### src/ccs_defs.vh
// Constants for the card socket control and status-change register bank.
// Assumes inclusion by its bare name from the design file that uses it.
`ifndef CCS_DEFS_VH
`define CCS_DEFS_VH

// ----------------------------------------------------------------------
// Register indices
// ----------------------------------------------------------------------
`define CCS_IDX_POWER_DRIVE 8'h02
`define CCS_IDX_INT_GENERAL 8'h03
`define CCS_IDX_STATUS_CHG 8'h04

// ----------------------------------------------------------------------
// Field positions
// ----------------------------------------------------------------------
`define CCS_PD_OE_BIT 7
`define CCS_PD_ONE_BIT 5
`define CCS_PD_PWR_BIT 4
`define CCS_IG_RI_BIT 7
`define CCS_IG_RST_BIT 6
`define CCS_IG_TYPE_BIT 5
`define CCS_SC_DETECT_BIT 3
`define CCS_SC_READY_BIT 2
`define CCS_SC_BATTERY_BIT 0

// ----------------------------------------------------------------------
// Reset values
// ----------------------------------------------------------------------
`define CCS_IRQSEL_RESET 4'h3
`define CCS_RDATA_RESET 8'h00

`endif

### src/ccs_ctrl.v
// Control and status-change register bank of a removable card socket.
// Assumes a synchronous indexed register port and card pins sampled on clock.
//
// How it works
// [RULE_01] Drive bit low tri-states socket outputs and holds both buffer enables high.
// [RULE_02] Software sets drive enable only after setting card power enable.
// [RULE_03] Power enable low keeps supply at 0 V; high applies selected voltage.
// [RULE_04] With power enabled, supply follows card insertion and removal.
// [RULE_05] Software enables power only when voltage select holds 0x01.
// [RULE_06] Reserved bit 1 reads 0, bit 5 reads 1, others read 0.
// [RULE_07] Software keeps ring-indicate select at 0; ignored for memory cards.
// [RULE_08] Card reset output stays active until software writes reset bit 1.
// [RULE_09] Card type bit 0 means memory card, 1 means I/O card.
// [RULE_10] Steering field routes busy interrupt to none or IRQ 3, 4, 5, 7, 9 to 12, 14 or 15.
// [RULE_11] Detect flag sets when either card-detect input changes.
// [RULE_12] Ready flag sets on busy rising edge for memory cards only; the code sets it on the busy_n rising edge, when busy ends.
// [RULE_13] Battery flag sets on battery dead, or I/O status-change low with select 0.
// [RULE_14] Second battery-voltage input is tied low internally.
// [RULE_15] Flags request interrupt only when enabled; cleared enable forces flag 0.
// [RULE_16] In write-back mode, writing 1 to a flag clears it.
// [RULE_17] In write-back mode the request holds until every flag is 0.
// [RULE_18] Otherwise reading the status register clears flags and the request.
// [RULE_19] Detect, ready and battery enables gate their flag's interrupt request.
// [RULE_20] Steered IRQs are gated by masks and ORed into one socket interrupt.
// [RULE_21] Card inputs pass a two-flop synchroniser before edge detection.
`timescale 1ns/1ps
`default_nettype none
`include "ccs_defs.vh"

module ccs_ctrl (
  input wire clock,
  input wire rst_n,
  input wire [7:0] reg_index,
  input wire [7:0] reg_wdata,
  input wire reg_write,
  input wire reg_read,
  output reg [7:0] reg_rdata,
  input wire [7:0] voltage_select_reg,
  input wire detect_change_enable,
  input wire ready_change_enable,
  input wire battery_change_enable,
  input wire [3:0] status_irq_steering,
  input wire explicit_writeback_mode,
  input wire [15:0] irq_line_mask,
  input wire card_access,
  input wire card_detect_a_n,
  input wire card_detect_b_n,
  input wire card_busy_n,
  input wire card_status_change_n,
  output reg socket_out_en,
  output reg data_buffer_enable_n,
  output reg address_buffer_enable_n,
  output reg card_power_on,
  output reg [7:0] card_supply_select,
  output reg card_reset_out,
  output reg card_is_io,
  output reg socket_irq
);

  // ----------------------------------------------------------------------
  // Steering decode
  // ----------------------------------------------------------------------
  // Reserved codes decode to no line, so a bad setting cannot raise a stray IRQ.
  // Each code names its line outright, so no branch indexes by a variable.
  function [15:0] steer;
    input [3:0] code;
    input req;
    begin
      steer = 16'h0000;
      case (code) // [RULE_10]
        4'h3: begin
          steer[3] = req;
        end
        4'h4: begin
          steer[4] = req;
        end
        4'h5: begin
          steer[5] = req;
        end
        4'h7: begin
          steer[7] = req;
        end
        4'h9: begin
          steer[9] = req;
        end
        4'ha: begin
          steer[10] = req;
        end
        4'hb: begin
          steer[11] = req;
        end
        4'hc: begin
          steer[12] = req;
        end
        4'he: begin
          steer[14] = req;
        end
        4'hf: begin
          steer[15] = req;
        end
        default: begin
          steer = 16'h0000;
        end
      endcase
    end
  endfunction

  // ----------------------------------------------------------------------
  // Control registers
  // ----------------------------------------------------------------------
  reg drive_enable;
  reg socket_power_enable;
  reg ring_indicate_select;
  reg card_reset_control;
  reg card_type_select;
  reg [3:0] irq_steering_field;

  wire wr_power = reg_write && (reg_index == `CCS_IDX_POWER_DRIVE);
  wire wr_general = reg_write && (reg_index == `CCS_IDX_INT_GENERAL);
  wire wr_status = reg_write && (reg_index == `CCS_IDX_STATUS_CHG);
  wire rd_status = reg_read && (reg_index == `CCS_IDX_STATUS_CHG);

  always @(posedge clock or negedge rst_n) begin
    if (!rst_n) begin
      drive_enable <= 1'b0;
      socket_power_enable <= 1'b0;
      ring_indicate_select <= 1'b0;
      card_reset_control <= 1'b0;
      card_type_select <= 1'b0;
      irq_steering_field <= `CCS_IRQSEL_RESET;
    end else begin
      if (wr_power) begin
        drive_enable <= reg_wdata[`CCS_PD_OE_BIT];
        socket_power_enable <= reg_wdata[`CCS_PD_PWR_BIT];
      end
      if (wr_general) begin
        ring_indicate_select <= reg_wdata[`CCS_IG_RI_BIT];
        card_reset_control <= reg_wdata[`CCS_IG_RST_BIT];
        card_type_select <= reg_wdata[`CCS_IG_TYPE_BIT];
        irq_steering_field <= reg_wdata[3:0];
      end
    end
  end

  // ----------------------------------------------------------------------
  // Input synchronisers
  // ----------------------------------------------------------------------
  // Stage one is read only by stage two; stage three holds the last value for edges.
  reg [3:0] sync_a;
  reg [3:0] sync_b;
  reg [3:0] sync_c;

  always @(posedge clock or negedge rst_n) begin
    if (!rst_n) begin
      sync_a <= 4'hf;
      sync_b <= 4'hf;
      sync_c <= 4'hf;
    end else begin
      sync_a <= {card_status_change_n, card_busy_n, card_detect_b_n, card_detect_a_n}; // [RULE_21]
      sync_b <= sync_a; // [RULE_21]
      sync_c <= sync_b;
    end
  end

  wire detect_a_n = sync_b[0];
  wire detect_b_n = sync_b[1];
  wire busy_n = sync_b[2];
  wire status_n = sync_b[3];
  wire card_present = !detect_a_n && !detect_b_n;
  // Cards provide no second battery-voltage signal.
  wire battery_voltage2_in = 1'b0; // [RULE_14]

  // ----------------------------------------------------------------------
  // Status-change flags
  // ----------------------------------------------------------------------
  wire detect_event = (sync_b[1:0] != sync_c[1:0]); // [RULE_11]
  wire ready_event = !card_type_select && busy_n && !sync_c[2]; // [RULE_12]
  // Battery dead is both battery-voltage lines low; the second is tied low.
  wire battery_now = card_type_select ? (!ring_indicate_select && !status_n) :
                     (!status_n && !battery_voltage2_in); // [RULE_13]
  wire battery_was = card_type_select ? (!ring_indicate_select && !sync_c[3]) :
                     (!sync_c[3] && !battery_voltage2_in);
  // The flag sets on entry to the condition, so a read-clear is not undone at once.
  wire battery_event = battery_now && !battery_was; // [RULE_13]

  reg detect_change_flag;
  reg ready_change_flag;
  reg battery_status_flag;
  reg [2:0] next_flags;
  reg [2:0] clear_flags;
  reg [2:0] set_flags;
  reg [2:0] enables;

  always @* begin
    enables = {detect_change_enable, ready_change_enable, battery_change_enable};
    set_flags = {detect_event, ready_event, battery_event};
    clear_flags = 3'b000;
    if (explicit_writeback_mode && wr_status) begin
      clear_flags = {reg_wdata[`CCS_SC_DETECT_BIT], reg_wdata[`CCS_SC_READY_BIT],
                     reg_wdata[`CCS_SC_BATTERY_BIT]}; // [RULE_16]
    end
    if (!explicit_writeback_mode && rd_status) begin
      clear_flags = 3'b111; // [RULE_18]
    end
    // A new event in the clearing cycle survives the clear.
    next_flags = ({detect_change_flag, ready_change_flag, battery_status_flag} &
                  ~clear_flags) | set_flags;
    next_flags = next_flags & enables; // [RULE_15]
    if (card_type_select) begin
      next_flags[1] = 1'b0; // [RULE_12]
    end
  end

  always @(posedge clock or negedge rst_n) begin
    if (!rst_n) begin
      detect_change_flag <= 1'b0;
      ready_change_flag <= 1'b0;
      battery_status_flag <= 1'b0;
    end else begin
      detect_change_flag <= next_flags[2];
      ready_change_flag <= next_flags[1];
      battery_status_flag <= next_flags[0];
    end
  end

  // ----------------------------------------------------------------------
  // Interrupt routing
  // ----------------------------------------------------------------------
  // The request follows the flags, so it holds until the last flag is cleared,
  // whether that is by write-back or by the clearing read.
  wire status_request = detect_change_flag || ready_change_flag ||
                        battery_status_flag; // [RULE_17] [RULE_19]
  // A memory card's busy line is no request, so it is routed only in I/O mode.
  wire card_request = card_type_select && !busy_n;
  wire [15:0] irq_lines = steer(irq_steering_field, card_request) |
                          steer(status_irq_steering, status_request);

  // ----------------------------------------------------------------------
  // Registered outputs
  // ----------------------------------------------------------------------
  always @(posedge clock or negedge rst_n) begin
    if (!rst_n) begin
      socket_out_en <= 1'b0;
      data_buffer_enable_n <= 1'b1;
      address_buffer_enable_n <= 1'b1;
      card_power_on <= 1'b0;
      card_supply_select <= 8'h00;
      card_reset_out <= 1'b1;
      card_is_io <= 1'b0;
      socket_irq <= 1'b0;
    end else begin
      socket_out_en <= drive_enable; // [RULE_01]
      data_buffer_enable_n <= !(drive_enable && card_access); // [RULE_01]
      address_buffer_enable_n <= !(drive_enable && card_access); // [RULE_01]
      card_power_on <= socket_power_enable && card_present; // [RULE_04]
      card_supply_select <= (socket_power_enable && card_present) ?
                            voltage_select_reg : 8'h00; // [RULE_03]
      card_reset_out <= !card_reset_control; // [RULE_08]
      card_is_io <= card_type_select; // [RULE_09]
      socket_irq <= |(irq_lines & ~irq_line_mask); // [RULE_20]
    end
  end

  // ----------------------------------------------------------------------
  // Read data
  // ----------------------------------------------------------------------
  // Reserved bits are never stored, so they fall out of the mux as constants.
  reg [7:0] read_mux;

  always @* begin
    read_mux = 8'h00;
    case (reg_index)
      `CCS_IDX_POWER_DRIVE: begin
        read_mux[`CCS_PD_OE_BIT] = drive_enable;
        read_mux[`CCS_PD_ONE_BIT] = 1'b1; // [RULE_06]
        read_mux[`CCS_PD_PWR_BIT] = socket_power_enable;
      end
      `CCS_IDX_INT_GENERAL: begin
        read_mux[`CCS_IG_RI_BIT] = ring_indicate_select;
        read_mux[`CCS_IG_RST_BIT] = card_reset_control;
        read_mux[`CCS_IG_TYPE_BIT] = card_type_select;
        read_mux[3:0] = irq_steering_field;
      end
      `CCS_IDX_STATUS_CHG: begin
        read_mux[`CCS_SC_DETECT_BIT] = detect_change_flag;
        read_mux[`CCS_SC_READY_BIT] = ready_change_flag;
        read_mux[`CCS_SC_BATTERY_BIT] = battery_status_flag;
      end
      default: begin
        read_mux = 8'h00;
      end
    endcase
  end

  always @(posedge clock or negedge rst_n) begin
    if (!rst_n) begin
      reg_rdata <= `CCS_RDATA_RESET;
    end else if (reg_read) begin
      reg_rdata <= read_mux;
    end
  end

endmodule

`default_nettype wire

### config.mk
export PLATFORM = sky130hd
export DESIGN_NAME = ccs_ctrl
export DESIGN_NICKNAME = d
export VERILOG_FILES = /design/src/ccs_ctrl.v
export VERILOG_INCLUDE_DIRS = /design/src
export SDC_FILE = /design/constraint.sdc
export NUM_CORES = 1
export LEC_CHECK = 0
export ABC_AREA = 1
export BUFFER_PORTS_ARGS = -buffer_cell sky130_fd_sc_hd__buf_2
export CORE_MARGIN = 2
export CORE_UTILIZATION = 52
export CTS_CLUSTER_SIZE = 16
export DETAILED_ROUTE_END_ITERATION = 12
export PLACE_DENSITY = 0.84
export SLEW_MARGIN = 25
export SYNTH_ARGS = -nofsm -noshare
export SYNTH_HDL_FRONTEND = slang
export SYNTH_SLANG_ARGS = --single-unit
### constraint.sdc
create_clock -name clock -period 3.5 [get_ports clock]
set_clock_uncertainty 0.1 [all_clocks]
set_input_delay 0.875 -clock clock [delete_from_list [all_inputs] [get_ports clock]]
set_output_delay 0.875 -clock clock [all_outputs]
set_load 0.01 [all_outputs]
# Yosys cells after proc, flatten, opt, wreduce, memory -nomap -nowiden
# Index checks and enable logic that the tools add are counted.
[word_totals]
register_bits = 46
elab_cells = 114
[op_classes]
eq_ne = 24
muxes = 33
n_bitwise = 7
n_reduce_logical = 30
[ops]
columns = ["operator", "n"]
rows = [
  ["$eq A4 B4 Y1 const B", 12],
  ["$mux W1", 26],
  ["$eq A4 B3 Y1 const B", 6],
  ["$and A16 B16 Y16", 1],
  ["$eq A8 B2 Y1 const B", 2],
  ["$not A16 Y16", 1],
  ["$or A16 B16 Y16", 1],
  ["$reduce_or A16 Y1", 1],
  ["$logic_and A1 B1 Y1", 15],
  ["$logic_not A1 Y1", 12],
  ["$eq A4 B2 Y1 const B", 2],
  ["$eq A8 B3 Y1 const B", 1],
  ["$mux W8", 1],
  ["$and A3 B3 Y3", 2],
  ["$mux W3", 2],
  ["$pmux W1 S2", 3],
  ["$pmux W2 S2", 1],
  ["$not A3 Y3", 1],
  ["$or A3 B3 Y3", 1],
  ["$logic_or A1 B1 Y1", 2],
  ["$ne A2 B2 Y1", 1],
]

# Longest topological paths before layout
# Gate-level depths: netlist (run 1).
[depth]
word_depth = 10
mapped_depth = 9
depth_no_buf = 9

# Least setup slack after synthesis (run 1)
# OpenSTA, ideal clock, no wires.
[synth_path]
path_type = "input to register"
from = "input port reg_index[2]"
to = "register irq_steering_field[2]"
setup_ns = 0.119
arrival_time_ns = 1.575
required_ns = 3.281
path_slack_ns = 1.706
cell_stages = 7
path_cell_list = "inv_1 > nand2_2 > nor3_4 > nand3_2 > buf_6 > nor2_2 > a21oi_2"
[synth_via]
elab_chain_cells = 2
[synth_lines]
columns = ["item", "line_no", "text"]
rows = [
  ["from (decl)", "ccs_ctrl.v:33", "input wire [7:0] reg_index,"],
  ["$eq A8 B2 Y1", "n/a", ""],
  ["$logic_and A1 B1 Y1", "ccs_ctrl.v:119", "wire wr_general = reg_write && (reg_index == `CCS_IDX_INT_GENERAL);"],
  ["to (signal assigned)", "ccs_ctrl.v:130", "irq_steering_field <= `CCS_IRQSEL_RESET;"],
  ["to (signal assigned)", "ccs_ctrl.v:140", "irq_steering_field <= reg_wdata[3:0];"],
  ["to (decl)", "ccs_ctrl.v:116", "reg [3:0] irq_steering_field;"],
]
# No other way between the ends.
# A chain may end at the register's enable or synchronous reset.

# Final worst setup path (run 1)
[layout_path]
from = "register address_buffer_enable_n"
to = "output port address_buffer_enable_n"
[layout_lines]
columns = ["item", "line_no", "text"]
rows = [
  ["from (decl)", "ccs_ctrl.v:52", "output reg address_buffer_enable_n,"],
  ["from (signal assigned)", "ccs_ctrl.v:254", "address_buffer_enable_n <= !(drive_enable && card_access);"],
]
# No word-level cell between the ends.

==> results of run 1 <==
[logic make-up (layout without fill, tap and decap cells)]
logic type,count (synthesis),in the layout
compound gates,17,17
xor+xnor,2,2
buf+inv,43,121
flops,46,46
simple gates,146,146
[layout make-up]
type	count	area (µm²)	share of cell area [%]
Multi-Input combinational cell	165	797	30.3
Timing Repair Buffer	73	368	14.0
Inverter	40	150	5.70
Sequential cell	46	1170	44.5
Tap cell	50	62.6	2.38
Clock inverter	2	12.5	0.475
Clock buffer	6	72.6	2.76
[metrics by stage]
step / cells / power [µW]
2_1_floorplan: 254 / 634
3_3_place_gp: 374 / 689
3_5_place_dp: 374 / 695
4_1_cts: 382 / 1010
5_1_grt: 382 / 1050
6_report: 382 / 999
[path summary, 6_finish.rpt]
kind	to	slack, ps	cells after the start
max	address_buffer_enable_n	1580	1
min	sync_b[2]	260	0
max reg2reg	socket_irq	2010	8
min reg2reg	sync_b[2]	260	0
max in group asynchronous	card_reset_out	2450	1
min in group asynchronous	card_supply_select[7]	470	1
[cells in the final DEF (no fill, tap or decap)]
cell type,netlist,routed
buf_2,0,72
nand2_1,63,63
nor2_1,41,41
inv_1,35,35
dfrtp_1,30,30
nand3_1,28,28
dfstp_2,16,16
a21oi_2,6,6
clkbuf_8,0,5
nand3b_1,4,4
a21oi_1,4,4
inv_2,4,4
nand2_2,2,2
nor2_4,2,2
xor2_1,2,2
nor2_2,2,2
o31ai_1,2,2
inv_4,0,2
a21boi_0,1,1
a21boi_1,1,1
nor3_4,1,1
nand3_2,1,1
clkinv_1,1,1
nor4_2,1,1
nor3_2,1,1
o21ai_1,1,1
o21ai_2,1,1
a31oi_1,1,1
clkbuf_1,1,1
buf_4,1,1
[sequential cells by signal, indices dropped and copies added (netlist names), 4 cells and up]
signal              cells
card_supply_select      8
reg_rdata               8
irq_steering_field      4
sync_a                  4
sync_b                  4
sync_c                  4
[report_power, final]
part           internal (µW)  switching [µW]
clock                    142             174
combinational           45.0            67.8
sequential               558            13.2
[layer usage]
layer	global-route usage [%]	part of all wire [%]
met5	0	0
met1	25.3	41
met3	6.91	7.0
met2	37.3	50
met4	9.00	1.5
==> run_results.csv, run 1 <==
group,metric,value,unit
logic_synthesis,async_reset_ff_share,100,%
logic_synthesis,ys_top_cells_by_area,"dfrtp_1, dfstp_2, nand2_1, nor2_1, nand3_1",
run,drv_cap,0,
global_route,grt_antenna_before_repair,0,
logic_synthesis,synth_edf_count,0,
timing,period_minus_slack,1920,ps
place,post-place-ws,1310,ps
worst_setup_path,cp.arrival,950,ps
place,dpl_cell_area,0.00255,mm²
clocking,cts_resized,0,
floorplan,start_util,53.9,%
timing,slew_viol_final,0,
status,status,"complete, no violations",
timing,setup_ws,1580,ps
timing,finalHoldViolCount,0,
place,io_buffers,73,
cells_and_area,layout-drive-gt1-share,35.2,%
logic_synthesis,ys_seq_area_share,54.7,%
drt,wl_per_cell,11.7,µm
drt,first_iter_violations,128,
logic_synthesis,netlist_instances,254,
clocking,htreeDepth,2,
worst_setup_path,cp_slowest_cell,"dfstp_2",
drt,via_count,1846,
drt,viasPerCell,4.83,
logic_synthesis,synthXorXnorAreaFrac,0.818,%
global_route,grt_pass1_vias,1761,
logic_synthesis,synth_compound_area_share,5.73,%
worst_setup_path,crit_type,"register to primary output",
place,post-dp-hpwl,3530,µm
drt,drc,0,
global_route,grt_overflow,0,
cells_and_area,utilization,66.3,%
min_path,hp-class,"register to register",
drt,dr.pass1.iters,4,
logic_synthesis,synth_top_area_share,35.1,%
logic_synthesis,yosys-top-cells-count,"nand2_1, nor2_1, inv_1",
logic_synthesis,ys_ff_latch,46,
worst_setup_path,crit_start,"address_buffer_enable_n",
global_route,track_usage,21.8,%
cells_and_area,design_area,0.00263,mm²
clocking,cts_sinks,46,
cells_and_area,final_nets,388,
floorplan,io_pins,80,
clocking,holdBufCountCts,0,
logic_synthesis,yosys.cell_types.count,28,
logic_synthesis,synth_flop_cell,"dfrtp_1",
logic_synthesis,yosys.area.top_type,"dfrtp_1",
timing,fin_crit_sh,54.9,%
timing,worst_pin_slew,550,ps
power,power.density,379,mW/mm²
timing,rsz0062_at_grt,"no",
clocking,clk_path_buf_depth,2,
worst_setup_path,timing.rr.start,"detect_change_flag",
floorplan,die_area,0.00465,mm²
drt,routed_wl,4470,µm
global_route,grt_pass1_wl,7450,µm
power,p_leak,0.00148,µW
worst_setup_path,worstSetupStartpointType,"register",
cells_and_area,fillCellCount,354,
timing,fin_setup_tns,0,ps
clocking,root_buffer,"clkbuf_8",
clocking,numCtsBuffers,5,
worst_setup_path,slowest_delay,530,ps
worst_setup_path,crit_family,"flip-flops",
logic_synthesis,syn_area_per_cell,8.43,µm²
logic_synthesis,synth_adder_area_share,0,%
floorplan,placementRows,23,
clocking,cts_tree,"done",
clocking,clkTransAtPathRegs,90,ps
global_route,grt_max_degree,47,
logic_synthesis,synth_mux_area_share,0,%
clocking,clock_latency,300,ps
logic_synthesis,post-synth-top-count-cell,"nand2_1",
place,place_congestion,0.860,
power,peakVddDrop,280,µV
floorplan,die_y,68.2,µm
timing,hold-worst-slack,258,ps
worst_setup_path,crit_buf_inv,1,
timing,fmax,520,MHz
floorplan,core_area,0.00397,mm²
cells_and_area,insertedDiodeCount,0,
logic_synthesis,synth_top_family_by_area,"simple AND/OR/NAND/NOR gates",
timing,slew_headroom,63.4,%
logic_synthesis,syn-num-nets,311,
logic_synthesis,netlist_area,0.00214,mm²
worst_setup_path,endpoint_kind,"primary output",
clocking,post_cts_buffers,0,
min_path,hp-start,"sync_a[2]",
timing,setup_viol,0,
worst_setup_path,required,2520,ps
logic_synthesis,synth-simple-area-share,30.7,%
worst_setup_path,crit_fanout,2,
logic_synthesis,yosys_warnings,0,
floorplan,die_width,68.2,µm
cells_and_area,area_delta_synth_final,23.0,%
worst_setup_path,crit_chain,"buf_2",
drt,drtAntennaViolNets,0,
Power figures use the tool's default switching activity.
==> run 2: changes to the inputs <==
CORE_UTILIZATION = 49   (was 52)
PLACE_DENSITY = 0.8   (was 0.84)
clock period = 1.8 ns   (was 3.5 ns; I/O delays follow)
==> run 2 against run 1 <==
Net effect:
- final cell count is 1.0% higher
- combinational power is 98% higher
- first-iteration DRC count is 3.9% higher
- clock power is 95% higher
- largest cell class unchanged
- setup slack worse by 1300 ps
- non-clock buffer count is 2 higher
- register-to-register slack worse by 1700 ps
- core utilization is 4.3 points lower
- total power is 95% higher
- largest power group unchanged
- sequential cell count stayed put
==> run_results.csv, run 2 (same netlist as run 1, synthesis figures left out) <==
group,metric,value,unit
floorplan,start_util,49.9,%
drt,drc,0,
clocking,holdBufCountCts,0,
place,io_buffers,73,
floorplan,core_area,0.00429,mm²
floorplan,die_y,70.1,µm
drt,top_layer_used,"met4",
clocking,root_buffer,"clkbuf_8",
cells_and_area,utilization,62.0,%
drt,viasPerCell,4.87,
drt,wl_met3,235,µm
drt,drtAntennaViolNets,0,
worst_setup_path,crit_family,"flip-flops",
timing,rsz0062_at_grt,"no",
worst_setup_path,timing.rr.start,"detect_change_flag",
worst_setup_path,cp_slowest_cell,"dfstp_2",
clocking,htreeDepth,2,
global_route,grt_antenna_before_repair,0,
timing,slew_headroom,73.8,%
worst_setup_path,ff2ff_setup_slack,350,ps
timing,fmax,669,MHz
cells_and_area,final_common_cell,"buf_2",
timing,period_minus_slack,1490,ps
worst_setup_path,crit_buf_inv,1,
clocking,cts_sinks,46,
worst_setup_path,worstSetupStartpointType,"register",
cells_and_area,reg_top3,"card_supply_select (8), reg_rdata (8)",
cells_and_area,final_cell_mix,"buf_2, nand2_1, nor2_1, inv_1, dfrtp_1",
power,power.density,731,mW/mm²
floorplan,die_width,70.1,µm
clocking,cts_resized,0,
drt,dr_wl_met2,2210,µm
clocking,post_cts_buffers,0,
drt,routed_wl,4360,µm
worst_setup_path,r2r_end,"socket_irq",
run,drv_cap,0,
drt,via_count,1878,
power,p_leak,0.00149,µW
floorplan,placementRows,24,
worst_setup_path,crit_type,"register to primary output",
worst_setup_path,endpoint_kind,"primary output",
cells_and_area,insertedDiodeCount,0,
clocking,numCtsBuffers,5,
clocking,clock_latency,300,ps
place,place_congestion,0.825,
clocking,clkTransAtPathRegs,80,ps
floorplan,io_pins,80,
global_route,grt_pass1_vias,1904,
cells_and_area,instances_no_fill,386,
timing,fin_crit_sh,83.0,%
drt,met1_length,1840,µm
global_route,grt_pass1_wl,7740,µm
status,status,"complete, no violations",
cells_and_area,layout-drive-gt1-share,35.6,%
global_route,grt_overflow,0,
power,peakVddDrop,692,µV
worst_setup_path,crit_fanout,2,
place,dp_cells,378,
cells_and_area,final_nets,390,
clocking,clk_path_buf_depth,2,
worst_setup_path,reg2reg_depth,8,
timing,finalHoldViolCount,0,
timing,worst_pin_slew,389,ps
place,post-dp-hpwl,3370,µm
timing,slew_viol_final,0,
floorplan,die_area,0.00491,mm²
worst_setup_path,crit_chain,"buf_2",
cells_and_area,area_delta_synth_final,24.4,%
worst_setup_path,cp.arrival,940,ps
drt,first_iter_violations,133,
power,p_total,1950,µW
drt,dr.pass1.iters,4,
min_path,hp-class,"input pin to asynchronous set/reset pin",
clocking,cts_tree,"done",
timing,fin_setup_tns,0,ps
global_route,track_usage,19.6,%
global_route,grt_max_degree,47,
worst_setup_path,slowest_delay,530,ps
timing,setup_viol,0,
drt,wl_per_cell,11.3,µm
worst_setup_path,required,1250,ps
## run 2: how the worst max path moves through the flow
stage                                       start                       to  slack (ps)  cells past startpoint
after detailed placement             reg_index[5]             drive_enable         190                      7
final                     address_buffer_enable_n  address_buffer_enable_n         310                      1
after global routing           detect_change_flag               socket_irq         120                      8
after global placement               reg_index[7]             drive_enable         230                      7
after CTS                 address_buffer_enable_n  address_buffer_enable_n         290                      1
after floorplan                      reg_index[2]    irq_steering_field[2]         430                      7
## run 2: per-layer routing
| layer | vias up | track usage (%) |
|---|---|---|
| li1 | 941 | - |
| met1 | 870 | 23.3 |
| met2 | 58 | 34.6 |
| met3 | 9 | 4.62 |
| met4 | 0 | 7.26 |
| met5 | - | 0 |
## run 2: final cells by class
cell class                      count  area [µm²]
Timing Repair Buffer               75         393
Clock buffer                        6        72.6
Sequential cell                    46        1170
Multi-Input combinational cell    165         797
Clock inverter                      2        13.8
Tap cell                           52        65.1
Fill cell                         386        1630
Inverter                           40         150
## run 2: power breakdown
group	internal [µW]	leakage (µW)	switching (µW)
Clock	274	0.0000452	340
Sequential	1080	0.000554	24.2
Combinational	91.4	0.000896	132
Total	1450	0.00149	496
## run 2: per-stage QoR
stage          setup slack (ps)  instance area [µm²]  hold slack, ps
2_1_floorplan               431                 2140            54.4
3_3_place_gp                230                 2580             245
3_5_place_dp                188                 2580             247
4_1_cts                     295                 2660            21.8
5_1_grt                     123                 2660            34.0
6_report                    305                 2660            6.85
==> run 3: changes to the inputs <==
CORE_UTILIZATION = 44   (was 49)
PLACE_DENSITY = 0.76   (was 0.8)
clock period = 1.25 ns   (was 1.8 ns; I/O delays follow)
==> run 3 against run 2 <==
Net effect:
- the run now ends with negative setup slack left
- sequential power grew 44%
- critical path type unchanged
- non-clock buffer count grew 27
- core utilization grew 1.4 points
==> run_results.csv, run 3 (same netlist as run 1, synthesis figures left out) <==
group,metric,value,unit
cells_and_area,reg_top3,"card_supply_select (8), reg_rdata (8)",
clocking,numCtsBuffers,5,
timing,fin_crit_sh,109,%
place,post-place-ws,-174,ps
worst_setup_path,timing.rr.start,"sync_b[2]",
global_route,grt_max_degree,47,
worst_setup_path,crit_fanout,2,
floorplan,io_pins,80,
drt,drc,0,
cells_and_area,layout-drive-gt1-share,42.0,%
floorplan,die_y,73.8,µm
worst_setup_path,cp_slowest_cell,"dfstp_2",
worst_setup_path,reg2reg_depth,9,
worst_setup_path,crit_start,"address_buffer_enable_n",
worst_setup_path,r2r_end,"socket_irq",
timing,worst_pin_slew,279,ps
global_route,track_usage,16.7,%
clocking,htreeDepth,2,
worst_setup_path,cp.arrival,950,ps
timing,setup_ws,-110,ps
floorplan,die_width,73.8,µm
clocking,cts_tree,"done",
global_route,met1_usage,20.9,%
place,post-dp-hpwl,3330,µm
cells_and_area,final_nets,418,
timing,fin_setup_tns,-358,ps
drt,first_iter_violations,138,
global_route,grt_pass1_vias,1679,
cells_and_area,area_delta_synth_final,38.9,%
floorplan,start_util,45.6,%
power,p_total,3010,µW
worst_setup_path,crit_end,"address_buffer_enable_n",
timing,period_minus_slack,1360,ps
drt,wl_per_cell,11.0,µm
global_route,grt_overflow,0,
timing,slew_headroom,81.3,%
floorplan,placementRows,25,
cells_and_area,insertedDiodeCount,0,
global_route,grt_antenna_before_repair,0,
clocking,root_buffer,"clkbuf_8",
timing,finalHoldViolCount,0,
timing,fmax,735,MHz
place,place_congestion,0.777,
worst_setup_path,crit_cells,1,
worst_setup_path,crit_family,"flip-flops",
cells_and_area,final_common_cell,"buf_2",
worst_setup_path,crit_buf_inv,1,
clocking,clk_path_buf_depth,2,
status,violations,"negative setup slack",
clocking,clock_latency,300,ps
timing,rsz0062_at_grt,"yes",
floorplan,die_area,0.00544,mm²
cells_and_area,final_cell_mix,"buf_2, nand2_1, nor2_1, inv_1, dfrtp_1",
worst_setup_path,crit_chain,"buf_6",
power,power.density,1010,mW/mm²
timing,hold-worst-slack,28.2,ps
drt,drtAntennaViolNets,0,
worst_setup_path,crit_type,"register to primary output",
clocking,clkTransAtPathRegs,80,ps
global_route,grt-busiest-layer,"met2",
global_route,met2_usage,28.5,%
global_route,grt_pass1_wl,7020,µm
drt,dr.pass1.iters,4,
drt,routed_wl,4590,µm
worst_setup_path,required,840,ps
power,peakVddDrop,955,µV
drt,via_count,1939,
worst_setup_path,ff2ff_setup_slack,-70,ps
worst_setup_path,slowest_delay,550,ps
run,drv_cap,0,
power,p_leak,0.00166,µW
place,io_buffers,73,
floorplan,core_area,0.00469,mm²
drt,viasPerCell,4.66,
timing,slew_viol_final,0,
clocking,cts_sinks,46,
status,status,"finished, violations left",
worst_setup_path,worstSetupStartpointType,"register",
timing,setup_viol,4,
global_route,grt_use_met3,4.53,%
min_path,hp-class,"input pin to register",
worst_setup_path,endpoint_kind,"primary output",
==> run 3: cell type report <==
class / count / area (µm²)
Tap cell: 54 / 67.6
Fill cell: 396 / 1720
Clock buffer: 6 / 93.8
Multi-Input combinational cell: 166 / 831
Timing Repair Buffer: 102 / 646
Clock inverter: 2 / 13.8
Sequential cell: 46 / 1170
Inverter: 40 / 150
==> run 3: stage by stage <==
stage	util [%]	cells	area, µm²
3_5_place_dp	57.8	396	2710
2_1_floorplan	-	254	2140
4_1_cts	60.8	407	2850
6_report	63.4	416	2970
5_1_grt	63.4	416	2970
3_3_place_gp	57.8	396	2710
==> run 3: power by group <==
group          internal [µW]  switching (µW)  total, µW
logic                    180             209        389
clock network            519             504       1020
registers               1560            34.4       1600
total                   2260             748       3010
==> run 3: how the worst min path moves through the flow <==
stage                                    start  depth (start not counted)                       to  slack (ps)
after floorplan                          rst_n                          0      battery_status_flag         -80
after global placement                   rst_n                          2               card_is_io         210
after detailed placement                 rst_n                          2               card_is_io         210
after CTS                 card_status_change_n                          1                sync_a[3]        0.06
after global routing               card_access                          2  address_buffer_enable_n          20
final                              card_access                          2  address_buffer_enable_n          30
==> run 3: metal layers <==
| layer | routed length, µm | vias to the layer above |
|---|---|---|
| met4 | 29 | 0 |
| met5 | 0 | - |
| met2 | 2280 | 55 |
| li1 | - | 1001 |
| met3 | 253 | 5 |
| met1 | 2030 | 878 |
==> run 3: repair_timing <==
action                                  4_1_cts  5_1_grt
hold buffers                                  1        4
cloned                                        0        1
hold endpoints to repair                     30        4
pin swaps                                     1        4
gates resized for setup                       2       13
buffers inserted                              2        4
endpoints found under the setup margin        6       16
